`src/shared/modem_status_consts.svh`:
```
// Offsets, bit positions, reset values and counts of the modem line status block
`ifndef MODEM_STATUS_CONSTS_SVH
`define MODEM_STATUS_CONSTS_SVH

// Register port address width
`define ADDR_W 4

// Register offsets
`define OFF_LINE_STATUS 4'h6
`define OFF_CTRL 4'h8
`define OFF_IRQ_STATUS 4'h9
`define OFF_IRQ_MASK 4'ha

// Status register bit positions
`define BIT_PRESENCE 7
`define BIT_BELL 6
`define BIT_PEER_READY 5
`define BIT_SEND_PERMIT 4
`define BIT_PRESENCE_CHG 3
`define BIT_BELL_CHG 2
`define BIT_PEER_CHG 1
`define BIT_SEND_CHG 0

// Control register bit positions
`define CTRL_LOCAL_READY 0
`define CTRL_REQ_SEND 1
`define CTRL_AUX_A 2
`define CTRL_AUX_B 3
`define CTRL_LOOPBACK 4
`define CTRL_USED_W 5

// Reset values
`define CTRL_RESET 5'h00
`define IRQ_STATUS_RESET 4'h0
`define IRQ_MASK_RESET 4'h0
`define FLAGS_RESET 4'h0
`define LEVEL_RESET 4'h0
`define PIN_IDLE 4'hf
`define OUT_N_IDLE 4'hf
`define RDATA_RESET 8'h00
`define UNMAPPED_READ 8'h00

// Cycles after reset before edges are believed
`define ARM_CYCLES 2'd3
`define ARM_ZERO 2'd0
`define ARM_STEP 2'd1

`endif

```
`src/shared/modem_status_pkg.sv`:
```
// Types and decode helper shared by the modem line status block
package modem_status_pkg;
  `include "modem_status_consts.svh"

  typedef logic [`ADDR_W-1:0] addr_t;
  typedef logic [7:0] byte_t;
  typedef logic [3:0] nibble_t;

  // Register selected by an address
  typedef enum {sel_none, sel_status, sel_ctrl, sel_irq_status, sel_irq_mask} reg_sel_t;

  // Address decode shared by the read and write paths
  function automatic reg_sel_t decode(input addr_t addr);
    reg_sel_t sel;
    sel = sel_none;
    unique case (addr)
      `OFF_LINE_STATUS: sel = sel_status;
      `OFF_CTRL: sel = sel_ctrl;
      `OFF_IRQ_STATUS: sel = sel_irq_status;
      `OFF_IRQ_MASK: sel = sel_irq_mask;
      default: sel = sel_none;
    endcase
    return sel;
  endfunction
endpackage

```
`src/modem_line_status_register.sv`:
```
// Modem line status register with loopback, change flags and interrupt logic
`include "modem_status_consts.svh"

//
// How it works
// - bit7 inverted presence pin, loopback aux_b
// - bit6 inverted bell pin, loopback aux_a
// - bit5 inverted peer ready, loopback local ready
// - bit4 inverted send permit, loopback request send
// - bit3 flags any presence level change
// - bit2 flags bell pin rising edge
// - reading status clears all four flags
// - any set change flag raises request
// - read-only status at offset 0x6
// - bit1 flags peer ready pin rising edge
// - bit0 flags any send permit change
module modem_line_status_register
(
  input wire logic mclk_i,
  input wire logic rst_n_i,
  // Register port
  input wire modem_status_pkg::addr_t addr_i,
  input wire modem_status_pkg::byte_t wdata_i,
  input wire logic wr_i,
  input wire logic rd_i,
  output modem_status_pkg::byte_t rdata_o,
  // Active-low modem inputs from the pins
  input wire logic line_presence_in_n_i,
  input wire logic bell_signal_in_n_i,
  input wire logic peer_ready_in_n_i,
  input wire logic clear_to_send_in_n_i,
  // Active-low modem control outputs to the pins
  output logic local_ready_out_n_o,
  output logic request_to_send_out_n_o,
  output logic aux_out_a_n_o,
  output logic aux_out_b_n_o,
  // Interrupts
  output logic modem_irq_req_o,
  output logic irq_o
);

  import modem_status_pkg::*;

  ////////////////////////////////////////////////////////////////////////////
  // Pin synchronisation

  nibble_t pins_async;
  nibble_t pins_sync;

  // Pin order matches status bits 7 down to 4
  assign pins_async = {line_presence_in_n_i, bell_signal_in_n_i,
                       peer_ready_in_n_i, clear_to_send_in_n_i};

  sync_2ff #(
    .W(4),
    .RESET_VAL(`PIN_IDLE)
  ) u_pin_sync (
    .mclk_i(mclk_i),
    .rst_n_i(rst_n_i),
    .async_i(pins_async),
    .sync_o(pins_sync)
  );

  ////////////////////////////////////////////////////////////////////////////
  // Arming counter

  // Edges are ignored until the synchroniser holds real pin samples,
  // so a pin held low through reset does not look like a change
  logic [1:0] arm_count;
  logic [1:0] next_arm_count;
  logic armed;

  always_comb
  begin
    next_arm_count = arm_count;
    if (arm_count != `ARM_CYCLES)
    begin
      next_arm_count = arm_count + `ARM_STEP;
    end
  end

  always_ff @(posedge mclk_i)
  begin
    if (!rst_n_i)
    begin
      arm_count <= `ARM_ZERO;
    end
    else
    begin
      arm_count <= next_arm_count;
    end
  end

  assign armed = (arm_count == `ARM_CYCLES);

  ////////////////////////////////////////////////////////////////////////////
  // Address decode

  reg_sel_t sel;
  logic rd_status;
  logic wr_ctrl;
  logic wr_irq_status;
  logic wr_irq_mask;

  assign sel = decode(addr_i);
  assign rd_status = rd_i && (sel == sel_status);
  assign wr_ctrl = wr_i && (sel == sel_ctrl);
  assign wr_irq_status = wr_i && (sel == sel_irq_status);
  assign wr_irq_mask = wr_i && (sel == sel_irq_mask);

  ////////////////////////////////////////////////////////////////////////////
  // Control register

  logic [`CTRL_USED_W-1:0] ctrl;
  logic [`CTRL_USED_W-1:0] next_ctrl;
  logic loopback;

  // Control bits in status bit order: aux_b, aux_a, local ready, request
  function automatic nibble_t ctrl_levels(input logic [`CTRL_USED_W-1:0] c);
    return {c[`CTRL_AUX_B], c[`CTRL_AUX_A], c[`CTRL_LOCAL_READY], c[`CTRL_REQ_SEND]};
  endfunction

  // Software writes the modem control bits and the loopback switch
  always_comb
  begin
    next_ctrl = ctrl;
    if (wr_ctrl)
    begin
      next_ctrl = wdata_i[`CTRL_USED_W-1:0];
    end
  end

  always_ff @(posedge mclk_i)
  begin
    if (!rst_n_i)
    begin
      ctrl <= `CTRL_RESET;
    end
    else
    begin
      ctrl <= next_ctrl;
    end
  end

  assign loopback = ctrl[`CTRL_LOOPBACK];

  ////////////////////////////////////////////////////////////////////////////
  // Modem control outputs

  nibble_t out_n;
  nibble_t next_out_n;

  // Parked inactive (high) in loopback so the modem sees no activity while
  // the looped values stay internal; taken from the next control value so
  // the pins still move at the same edge as the control register
  always_comb
  begin
    next_out_n = `OUT_N_IDLE;
    if (!next_ctrl[`CTRL_LOOPBACK])
    begin
      next_out_n = ~ctrl_levels(next_ctrl);
    end
  end

  // Registered so the pins never glitch while software rewrites control
  always_ff @(posedge mclk_i)
  begin
    if (!rst_n_i)
    begin
      out_n <= `OUT_N_IDLE;
    end
    else
    begin
      out_n <= next_out_n;
    end
  end

  // Pin order matches the status bit order of the looped levels
  assign {aux_out_b_n_o, aux_out_a_n_o,
          local_ready_out_n_o, request_to_send_out_n_o} = out_n;

  ////////////////////////////////////////////////////////////////////////////
  // Live status levels

  nibble_t live;
  nibble_t looped;

  // Looped control values in status bit order
  assign looped = ctrl_levels(ctrl);

  // One status level: the looped control bit, or the inverse of its pin
  function automatic logic pick_level(
    input logic loop_on,
    input logic looped_bit,
    input logic pin_n
  );
    return loop_on ? looped_bit : ~pin_n;
  endfunction

  // Select pin or looped source for each status bit
  always_comb
  begin
    live[3] = pick_level(loopback, looped[3], pins_sync[3]);
    live[2] = pick_level(loopback, looped[2], pins_sync[2]);
    // peer ready from pin or local ready
    live[1] = pick_level(loopback, looped[1], pins_sync[1]);
    // send permit from pin or request
    live[0] = pick_level(loopback, looped[0], pins_sync[0]);
  end

  ////////////////////////////////////////////////////////////////////////////
  // Change flags

  nibble_t flags;
  nibble_t flag_events;

  // change detectors fed from live levels
  // bell edge detected in flag module
  // peer ready edge detected in flag module
  // send permit change detected in flag module
  // loopback feeds looped values to detectors
  modem_change_flags u_flags (
    .mclk_i(mclk_i),
    .rst_n_i(rst_n_i),
    .level_i(live),
    .armed_i(armed),
    .clear_i(rd_status),
    .flags_o(flags),
    .events_o(flag_events)
  );

  assign modem_irq_req_o = |flags;

  ////////////////////////////////////////////////////////////////////////////
  // Interrupt status and mask

  nibble_t irq_status;
  nibble_t next_irq_status;
  nibble_t irq_mask;
  nibble_t next_irq_mask;
  nibble_t w1c;

  assign w1c = wr_irq_status ? wdata_i[3:0] : `IRQ_STATUS_RESET;

  // Sticky bits, one per change flag; a new event wins over a clear
  always_comb
  begin
    next_irq_status = (irq_status & ~w1c) | flag_events;
    next_irq_mask = irq_mask;
    if (wr_irq_mask)
    begin
      next_irq_mask = wdata_i[3:0];
    end
  end

  always_ff @(posedge mclk_i)
  begin
    if (!rst_n_i)
    begin
      irq_status <= `IRQ_STATUS_RESET;
      irq_mask <= `IRQ_MASK_RESET;
    end
    else
    begin
      irq_status <= next_irq_status;
      irq_mask <= next_irq_mask;
    end
  end

  // Level output, high while an unmasked sticky bit is set
  assign irq_o = |(irq_status & irq_mask);

  ////////////////////////////////////////////////////////////////////////////
  // Read path

  byte_t next_rdata;

  // Data show in the cycle after the read strobe and only there
  always_comb
  begin
    next_rdata = `RDATA_RESET;
    if (rd_i)
    begin
      unique case (sel)
        sel_status: next_rdata = {live, flags};
        sel_ctrl: next_rdata = {{(8-`CTRL_USED_W){1'b0}}, ctrl};
        sel_irq_status: next_rdata = {4'h0, irq_status};
        sel_irq_mask: next_rdata = {4'h0, irq_mask};
        sel_none: next_rdata = `UNMAPPED_READ;
      endcase
    end
  end

  always_ff @(posedge mclk_i)
  begin
    if (!rst_n_i)
    begin
      rdata_o <= `RDATA_RESET;
    end
    else
    begin
      rdata_o <= next_rdata;
    end
  end

endmodule

```
`src/sync_2ff.sv`:
```
// Two flip-flop synchroniser for a group of asynchronous levels
module sync_2ff #(
  parameter int W = 4,
  parameter logic [W-1:0] RESET_VAL = '1
) (
  input wire logic mclk_i,
  input wire logic rst_n_i,
  input wire logic [W-1:0] async_i,
  output logic [W-1:0] sync_o
);

  logic [W-1:0] stage1;
  logic [W-1:0] next_stage1;
  logic [W-1:0] next_sync;

  // First stage feeds only the second stage
  always_comb
  begin
    next_stage1 = async_i;
    next_sync = stage1;
  end

  // Both stages reset to the idle pin level
  always_ff @(posedge mclk_i)
  begin
    if (!rst_n_i)
    begin
      stage1 <= RESET_VAL;
      sync_o <= RESET_VAL;
    end
    else
    begin
      stage1 <= next_stage1;
      sync_o <= next_sync;
    end
  end

endmodule

```
`src/modem_change_flags.sv`:
```
// Change flags of the four modem status levels, cleared by a status read
`include "modem_status_consts.svh"

module modem_change_flags
(
  input wire logic mclk_i,
  input wire logic rst_n_i,
  input wire modem_status_pkg::nibble_t level_i,
  input wire logic armed_i,
  input wire logic clear_i,
  output modem_status_pkg::nibble_t flags_o,
  output modem_status_pkg::nibble_t events_o
);

  import modem_status_pkg::*;

  // Level order: 3 presence, 2 bell, 1 peer ready, 0 send permit
  nibble_t prev;
  nibble_t next_prev;
  nibble_t next_flags;
  nibble_t fell;

  // Edge detect and flag update; a new edge beats the clearing read
  always_comb
  begin
    next_prev = level_i;
    fell = prev & ~level_i;
    events_o = '0;
    if (armed_i)
    begin
      events_o[3] = prev[3] ^ level_i[3];
      // Pin rising means status bit falling
      events_o[2] = fell[2];
      events_o[1] = fell[1];
      events_o[0] = prev[0] ^ level_i[0];
    end
    next_flags = (clear_i ? `FLAGS_RESET : flags_o) | events_o;
  end

  always_ff @(posedge mclk_i)
  begin
    if (!rst_n_i)
    begin
      prev <= `LEVEL_RESET;
      flags_o <= `FLAGS_RESET;
    end
    else
    begin
      prev <= next_prev;
      flags_o <= next_flags;
    end
  end

endmodule

```
`config.mk`:
```
export PLATFORM = sky130hd
export DESIGN_NAME = modem_line_status_register
export DESIGN_NICKNAME = d
export VERILOG_FILES = /design/src/shared/modem_status_pkg.sv /design/src/modem_line_status_register.sv /design/src/sync_2ff.sv /design/src/modem_change_flags.sv
export VERILOG_INCLUDE_DIRS = /design/src /design/src/shared
export SDC_FILE = /design/constraint.sdc
export NUM_CORES = 1
export LEC_CHECK = 0
export ABC_AREA = 1
export BUFFER_PORTS_ARGS = -buffer_cell sky130_fd_sc_hd__buf_4
export CAP_MARGIN = 20
export CORE_MARGIN = 2
export CORE_UTILIZATION = 35
export DETAILED_ROUTE_END_ITERATION = 10
export GPL_ROUTABILITY_DRIVEN = 0
export GPL_TIMING_DRIVEN = 0
export PLACE_DENSITY = 0.63
export SLEW_MARGIN = 20
export SYNTH_ARGS = -nofsm -noshare
export SYNTH_HDL_FRONTEND = slang
export SYNTH_SLANG_ARGS = --single-unit
```
`constraint.sdc`:
```
create_clock -name mclk_i -period 0.9 [get_ports mclk_i]
set_input_delay 0.09 -clock mclk_i [delete_from_list [all_inputs] [get_ports mclk_i]]
set_output_delay 0.09 -clock mclk_i [all_outputs]
set_load 0.01 [all_outputs]
```
# Word-level counts from Yosys, hierarchy flattened
# Index checks and enable logic that the tools add are counted.
[op_classes] addsub=1 n_eq_ne=14 n_mux=10 n_bitwise=15 reduce_logical=9
[op_table] operator="$eq A32 B2 Y1 const B" count=3
[op_table] operator="$eq A32 B3 Y1 const B" count=3
[op_table] operator="$pmux W8 S5" count=1
[op_table] operator="$eq A32 B1 Y1 const B" count=1
[op_table] operator="$eq A32 B4 Y1 const B" count=1
[op_table] operator="$logic_not A32 Y1" count=1
[op_table] operator="$eq A4 B4 Y1 const B" count=3
[op_table] operator="$mux W4" count=3
[op_table] operator="$pmux W3 S4" count=1
[op_table] operator="$and A4 B4 Y4" count=2
[op_table] operator="$not A4 Y4" count=2
[op_table] operator="$or A4 B4 Y4" count=2
[op_table] operator="$reduce_or A4 Y1" count=2
[op_table] operator="$mux W5" count=1
[op_table] operator="$not A1 Y1" count=5
[op_table] operator="$eq A4 B3 Y1 const B" count=1
[op_table] operator="$logic_and A1 B1 Y1" count=4
[op_table] operator="$mux W1" count=4
[op_table] operator="$and A3 B3 Y3" count=1
[op_table] operator="$not A3 Y3" count=1
[op_table] operator="$add A2 B1 Y2 const B" count=1
[op_table] operator="$eq A2 B2 Y1 const B" count=1
[op_table] operator="$ne A2 B2 Y1 const B" count=1
[op_table] operator="$reduce_and A2 Y1" count=1
[op_table] operator="2 further kinds" count=3
[totals] reg_bits=43 in_bits=20

# Depth between registers and ports, before layout
[depth] ltp_word=8 ltp_mapped=7 ltp_nobuf=7

# Modules after synthesis
# From an unflattened synthesis, not the netlist that was laid out.
[hier_totals] hier_cells=241 hier_area_um2=1747.9
[by_module_without_submodules] module="modem_line_status_register" instances=1 cells_per_inst=170 area_per_inst_um2=1203.7 seq_area_each_um2=540.5
[by_module_without_submodules] module="modem_change_flags" instances=1 cells_per_inst=46 area_per_inst_um2=319.1 seq_area_each_um2=160.2
[by_module_without_submodules] module="sync_2ff" instances=1 cells_per_inst=25 area_per_inst_um2=225.2 seq_area_each_um2=160.2

# Worst setup path before layout
# OpenSTA, ideal clock, no wires.
[synth_timing] path_type="flip-flop to flip-flop" start="register ctrl[4]" end="register u_flags.flags_o[1]" setup_time_ns=0.071 arrival_ns=0.857 required_ns=0.829 path_slack_ns=-0.028 path_stages_with_launch=5 period_less_slack_ns=0.928 path_cell_list="dfxtp_1 inv_1 o21ai_1 nand3_1 a21oi_1"
[synth_via] elab_chain_cells=5
[synth_lines] element="start: declaration" line_no="modem_line_status_register.sv:114" source="logic [`CTRL_USED_W-1:0] ctrl;"
[synth_lines] element="start signal: assignment" line_no="modem_line_status_register.sv:137" source="ctrl <= `CTRL_RESET;"
[synth_lines] element="start signal: assignment" line_no="modem_line_status_register.sv:141" source="ctrl <= next_ctrl;"
[synth_lines] element="$mux W1" line_no="modem_line_status_register.sv:197" source="return loop_on ? looped_bit : ~pin_n;"
[synth_lines] element="$not A3 Y3" line_no="modem_change_flags.sv:27" source="fell = prev & ~level_i;"
[synth_lines] element="$and A3 B3 Y3" line_no="modem_change_flags.sv:27"
[synth_lines] element="$mux W4" line_no="modem_change_flags.sv:29" source="if (armed_i)"
[synth_lines] element="$or A4 B4 Y4" line_no="modem_change_flags.sv:37" source="next_flags = (clear_i ? `FLAGS_RESET : flags_o) | events_o;"
[synth_lines] element="end signal: assignment" line_no="modem_change_flags.sv:45" source="flags_o <= `FLAGS_RESET;"
[synth_lines] element="end signal: assignment" line_no="modem_change_flags.sv:50" source="flags_o <= next_flags;"
[synth_lines] element="end: declaration" line_no="modem_change_flags.sv:11" source="output modem_status_pkg::nibble_t flags_o,"
# No other way between the ends.
# A chain may end at the register's enable or synchronous reset.

# Worst setup path after layout
[layout_timing] start="register ctrl[4]" end="register irq_status[1]"
[layout_via] elab_chain_cells=5
[layout_lines] element="$mux W1" line_no="modem_line_status_register.sv:197"
[layout_lines] element="$not A3 Y3" line_no="modem_change_flags.sv:27"
[layout_lines] element="$and A3 B3 Y3" line_no="modem_change_flags.sv:27"
[layout_lines] element="$mux W4" line_no="modem_change_flags.sv:29"
[layout_lines] element="$or A4 B4 Y4" line_no="modem_line_status_register.sv:248" source="next_irq_status = (irq_status & ~w1c) | flag_events;"
[layout_lines] element="end signal: assignment" line_no="modem_line_status_register.sv:260" source="irq_status <= `IRQ_STATUS_RESET;"
[layout_lines] element="end signal: assignment" line_no="modem_line_status_register.sv:265" source="irq_status <= next_irq_status;"
[layout_lines] element="end: declaration" line_no="modem_line_status_register.sv:237" source="nibble_t irq_status;"
# No other way between the ends.

==> flow_summary.toml <==
[drt]
drc = 0
drt-met1-wl_um = 1750
dr.max_layer_used = "met4"
drt_iter0_drc = 61
drt-total-wl_um = 3940
dr.pass1.iters = 4
ant_nets = 0
met3_length_um = 198
vias_per_cell = 4.75
met2_length_um = 1950
post_drt_wl_per_cell_um = 12.3
num_vias = 1514

[floorplanning]
fp.dieW_um = 73.5
initial_core_util = 0.360
core_mm2 = 0.00469
dieArea_mm2 = 0.00540
num_rows = 25
chipHeight_um = 73.5
ioPinCount = 34

[global_routing]
grt.total_usage = 0.157
grt_start_max_net_pins = 14
antenna_found_initial = 0
grt_pass1_vias = 1392
grt_pass1_wl_um = 6500
grt.overflow.total = 0

[clocking]
worstSkewPairLatency_ps = 290
cts_sinks = 43
cts_tree = "yes"
clk_pin_slew_ps = 80
root_buffer = "clkbuf_8"
cts_inserted_buffers = 5
clk_path_buf_depth = 2
htree_num_levels = 2

[sta]
hold_viol = 0
setup_tns_ps = -1150
slew_viol_final = 0
setup_viol = 17
relSlewSlack = 0.602
finalClockSkew_ps = 3.91
rsz0062_at_grt = "true"
finalCriticalPeriod_ps = 1040
fin_ws_ps = -142
period_share = 1.16
max_freq_mhz = 959
worst_pin_slew_ps = 597

[yosys]
postSynthAreaPerCell_um2 = 7.97
synthXorXnorAreaFrac = 0
yosys.area_share.adder = 0.00741
netlist_instances = 212
ys.flop_type = "dfxtp_1"
async_reset_ff_frac = 0
syn-num-nets = 233
yosysSeqAreaShare = 0.510
synth_top_family_by_area = "simple AND/OR/NAND/NOR gates"
synth_edf_count = 0
syn_area_mm2 = 0.00169
ys_ff_latch = 43
synth-simple-area-share = 0.336
synth_mux_area_frac = 0
yosysWarnings = 0
synth_cell_types = 25
synth_compound_area_frac = 0.0904

[finish]
layout_commonest_cell = "nand2_1"
final_util = 0.525
layout.nets = 285
most-common-layout-cells = "nand2_1 (41), buf_4 (37), dfxtp_1 (28), nand3_1 (16), dfxtp_2 (14)"
area_growth_pct = 45.8
final_cell_area_mm2 = 0.00246
instances_no_fill = 319
drive_above_1_share = 0.479
antenna-diode-count = 0

[worst_setup_path]
arrival_ps = 1260
slowest_stage = "dfxtp_4"
critical_path.startpoint = "ctrl[4]"
reg2reg_depth = 4
worstPathRequired_ps = 1120
path_class = "reg2reg"
crit_chain = "clkinv_8, o21ai_4, nand3_2, a21oi_2"
crit_fanout = 7
startpoint_type = "register"
r2r-start = "ctrl[4]"
setup.worst_path.end_class = "register"
critPathMaxStageDelay_ps = 400

[run_status]
status = "finished with violations"
failed_checks = "negative setup slack"

[place]
post_dp_cell_area_mm2 = 0.00198
dp_hpwl_um = 2640
port_buffers = 29
placed_cells = 295

[pwr]
pwr_density_cell_mw_per_mm2 = 1600
p_total_w = 0.00394
irDropWorstVdd_mv = 1.10
p_leak_nw = 1.03

[hold_path]
hold_depth = 3
hp-class = "in2reg"
holdCritStartpoint = "wdata_i[4]"

[run]
cap_viol_max_count = 0
state kept, by name, indices dropped and copies added (netlist names), 4 cells and up:
signal / count
rdata_o: 8
ctrl: 5
irq_mask: 4
irq_status: 4
out_n: 4
u_flags.flags_o: 4
u_flags.prev: 4
u_pin_sync.next_sync: 4
u_pin_sync.sync_o: 4
area by class of cell:
class | instances | area, µm²
well taps | 54 | 67.6
clock inverters | 2 | 35.0
multi-input cells | 146 | 923
plain buffers | 5 | 28.8
clock buffers | 6 | 82.6
flip-flops and latches | 43 | 882
repair buffers | 45 | 363
inverters | 18 | 80.1
fillers | 456 | 2230
timing repair:
action | in CTS | in global routing
cloned | 0 | 0
setup buffers | 10 | 2
hold endpoints to repair | 4 | 0
endpoints found under the setup margin | 17 | 23
pin swaps | 12 | 12
gates resized for setup | 43 | 27
hold buffers | 4 | 0
cells by family (layout without fill, tap and decap cells):
family,after synthesis,count (layout)
buf+inv,23,76
fa+ha+maj,1,1
simple gates,116,116
compound gates,29,29
flops,43,43
through the flow:
stage                     hold slack [ps]  setup WS (ps)
after detailed placement              282           -198
final                                61.6           -142
after global placement                278           -188
after global routing                 57.6           -220
after CTS                            60.0           -121
after floorplan                       197           3.71
final timing paths:
kind | slack, ps | endpoint
min reg2reg | 420 | u_pin_sync.sync_o[1]
max | -140 | irq_status[1]
min | 60 | out_n[1]
max reg2reg | -140 | irq_status[1]
critical path, delay by kind of cell (launching register included):
kind                   cells  cell delay (ps)
AND/OR/NAND/NOR            1              130
buffers and inverters      1              100
AO/OA/AOI/OAI              2              340
flip-flops                 1              400
Yosys cell counts, drive strengths merged (2+ instances only):
master / count / area, µm²
nand2: 53 / 204
o21ai: 14 / 77.6
nor2: 22 / 124
nand3: 25 / 143
nand4: 2 / 12.5
or2: 8 / 50.1
inv: 18 / 67.6
a21oi: 15 / 75.1
and2: 3 / 18.8
dfxtp: 43 / 861
buf: 4 / 25.0
nor3: 3 / 15.0
metal layers:
metal / vias up / track usage
met1: 687 / 0.205
li1: 782 / -
met3: 4 / 0.0357
met4: 0 / 0.0606
met2: 41 / 0.251
met5: - / 0
report_power, final:
part / internal (W) / leakage (nW) / switching (W) / total [W]
logic: 0.000186 / 0.610 / 0.000225 / 0.000412
registers: 0.00196 / 0.357 / 0.0000382 / 0.00200
clock network: 0.000898 / 0.0612 / 0.000636 / 0.00153
total: 0.00304 / 1.03 / 0.000900 / 0.00394
No activity file was read; power rests on OpenSTA's default activity.
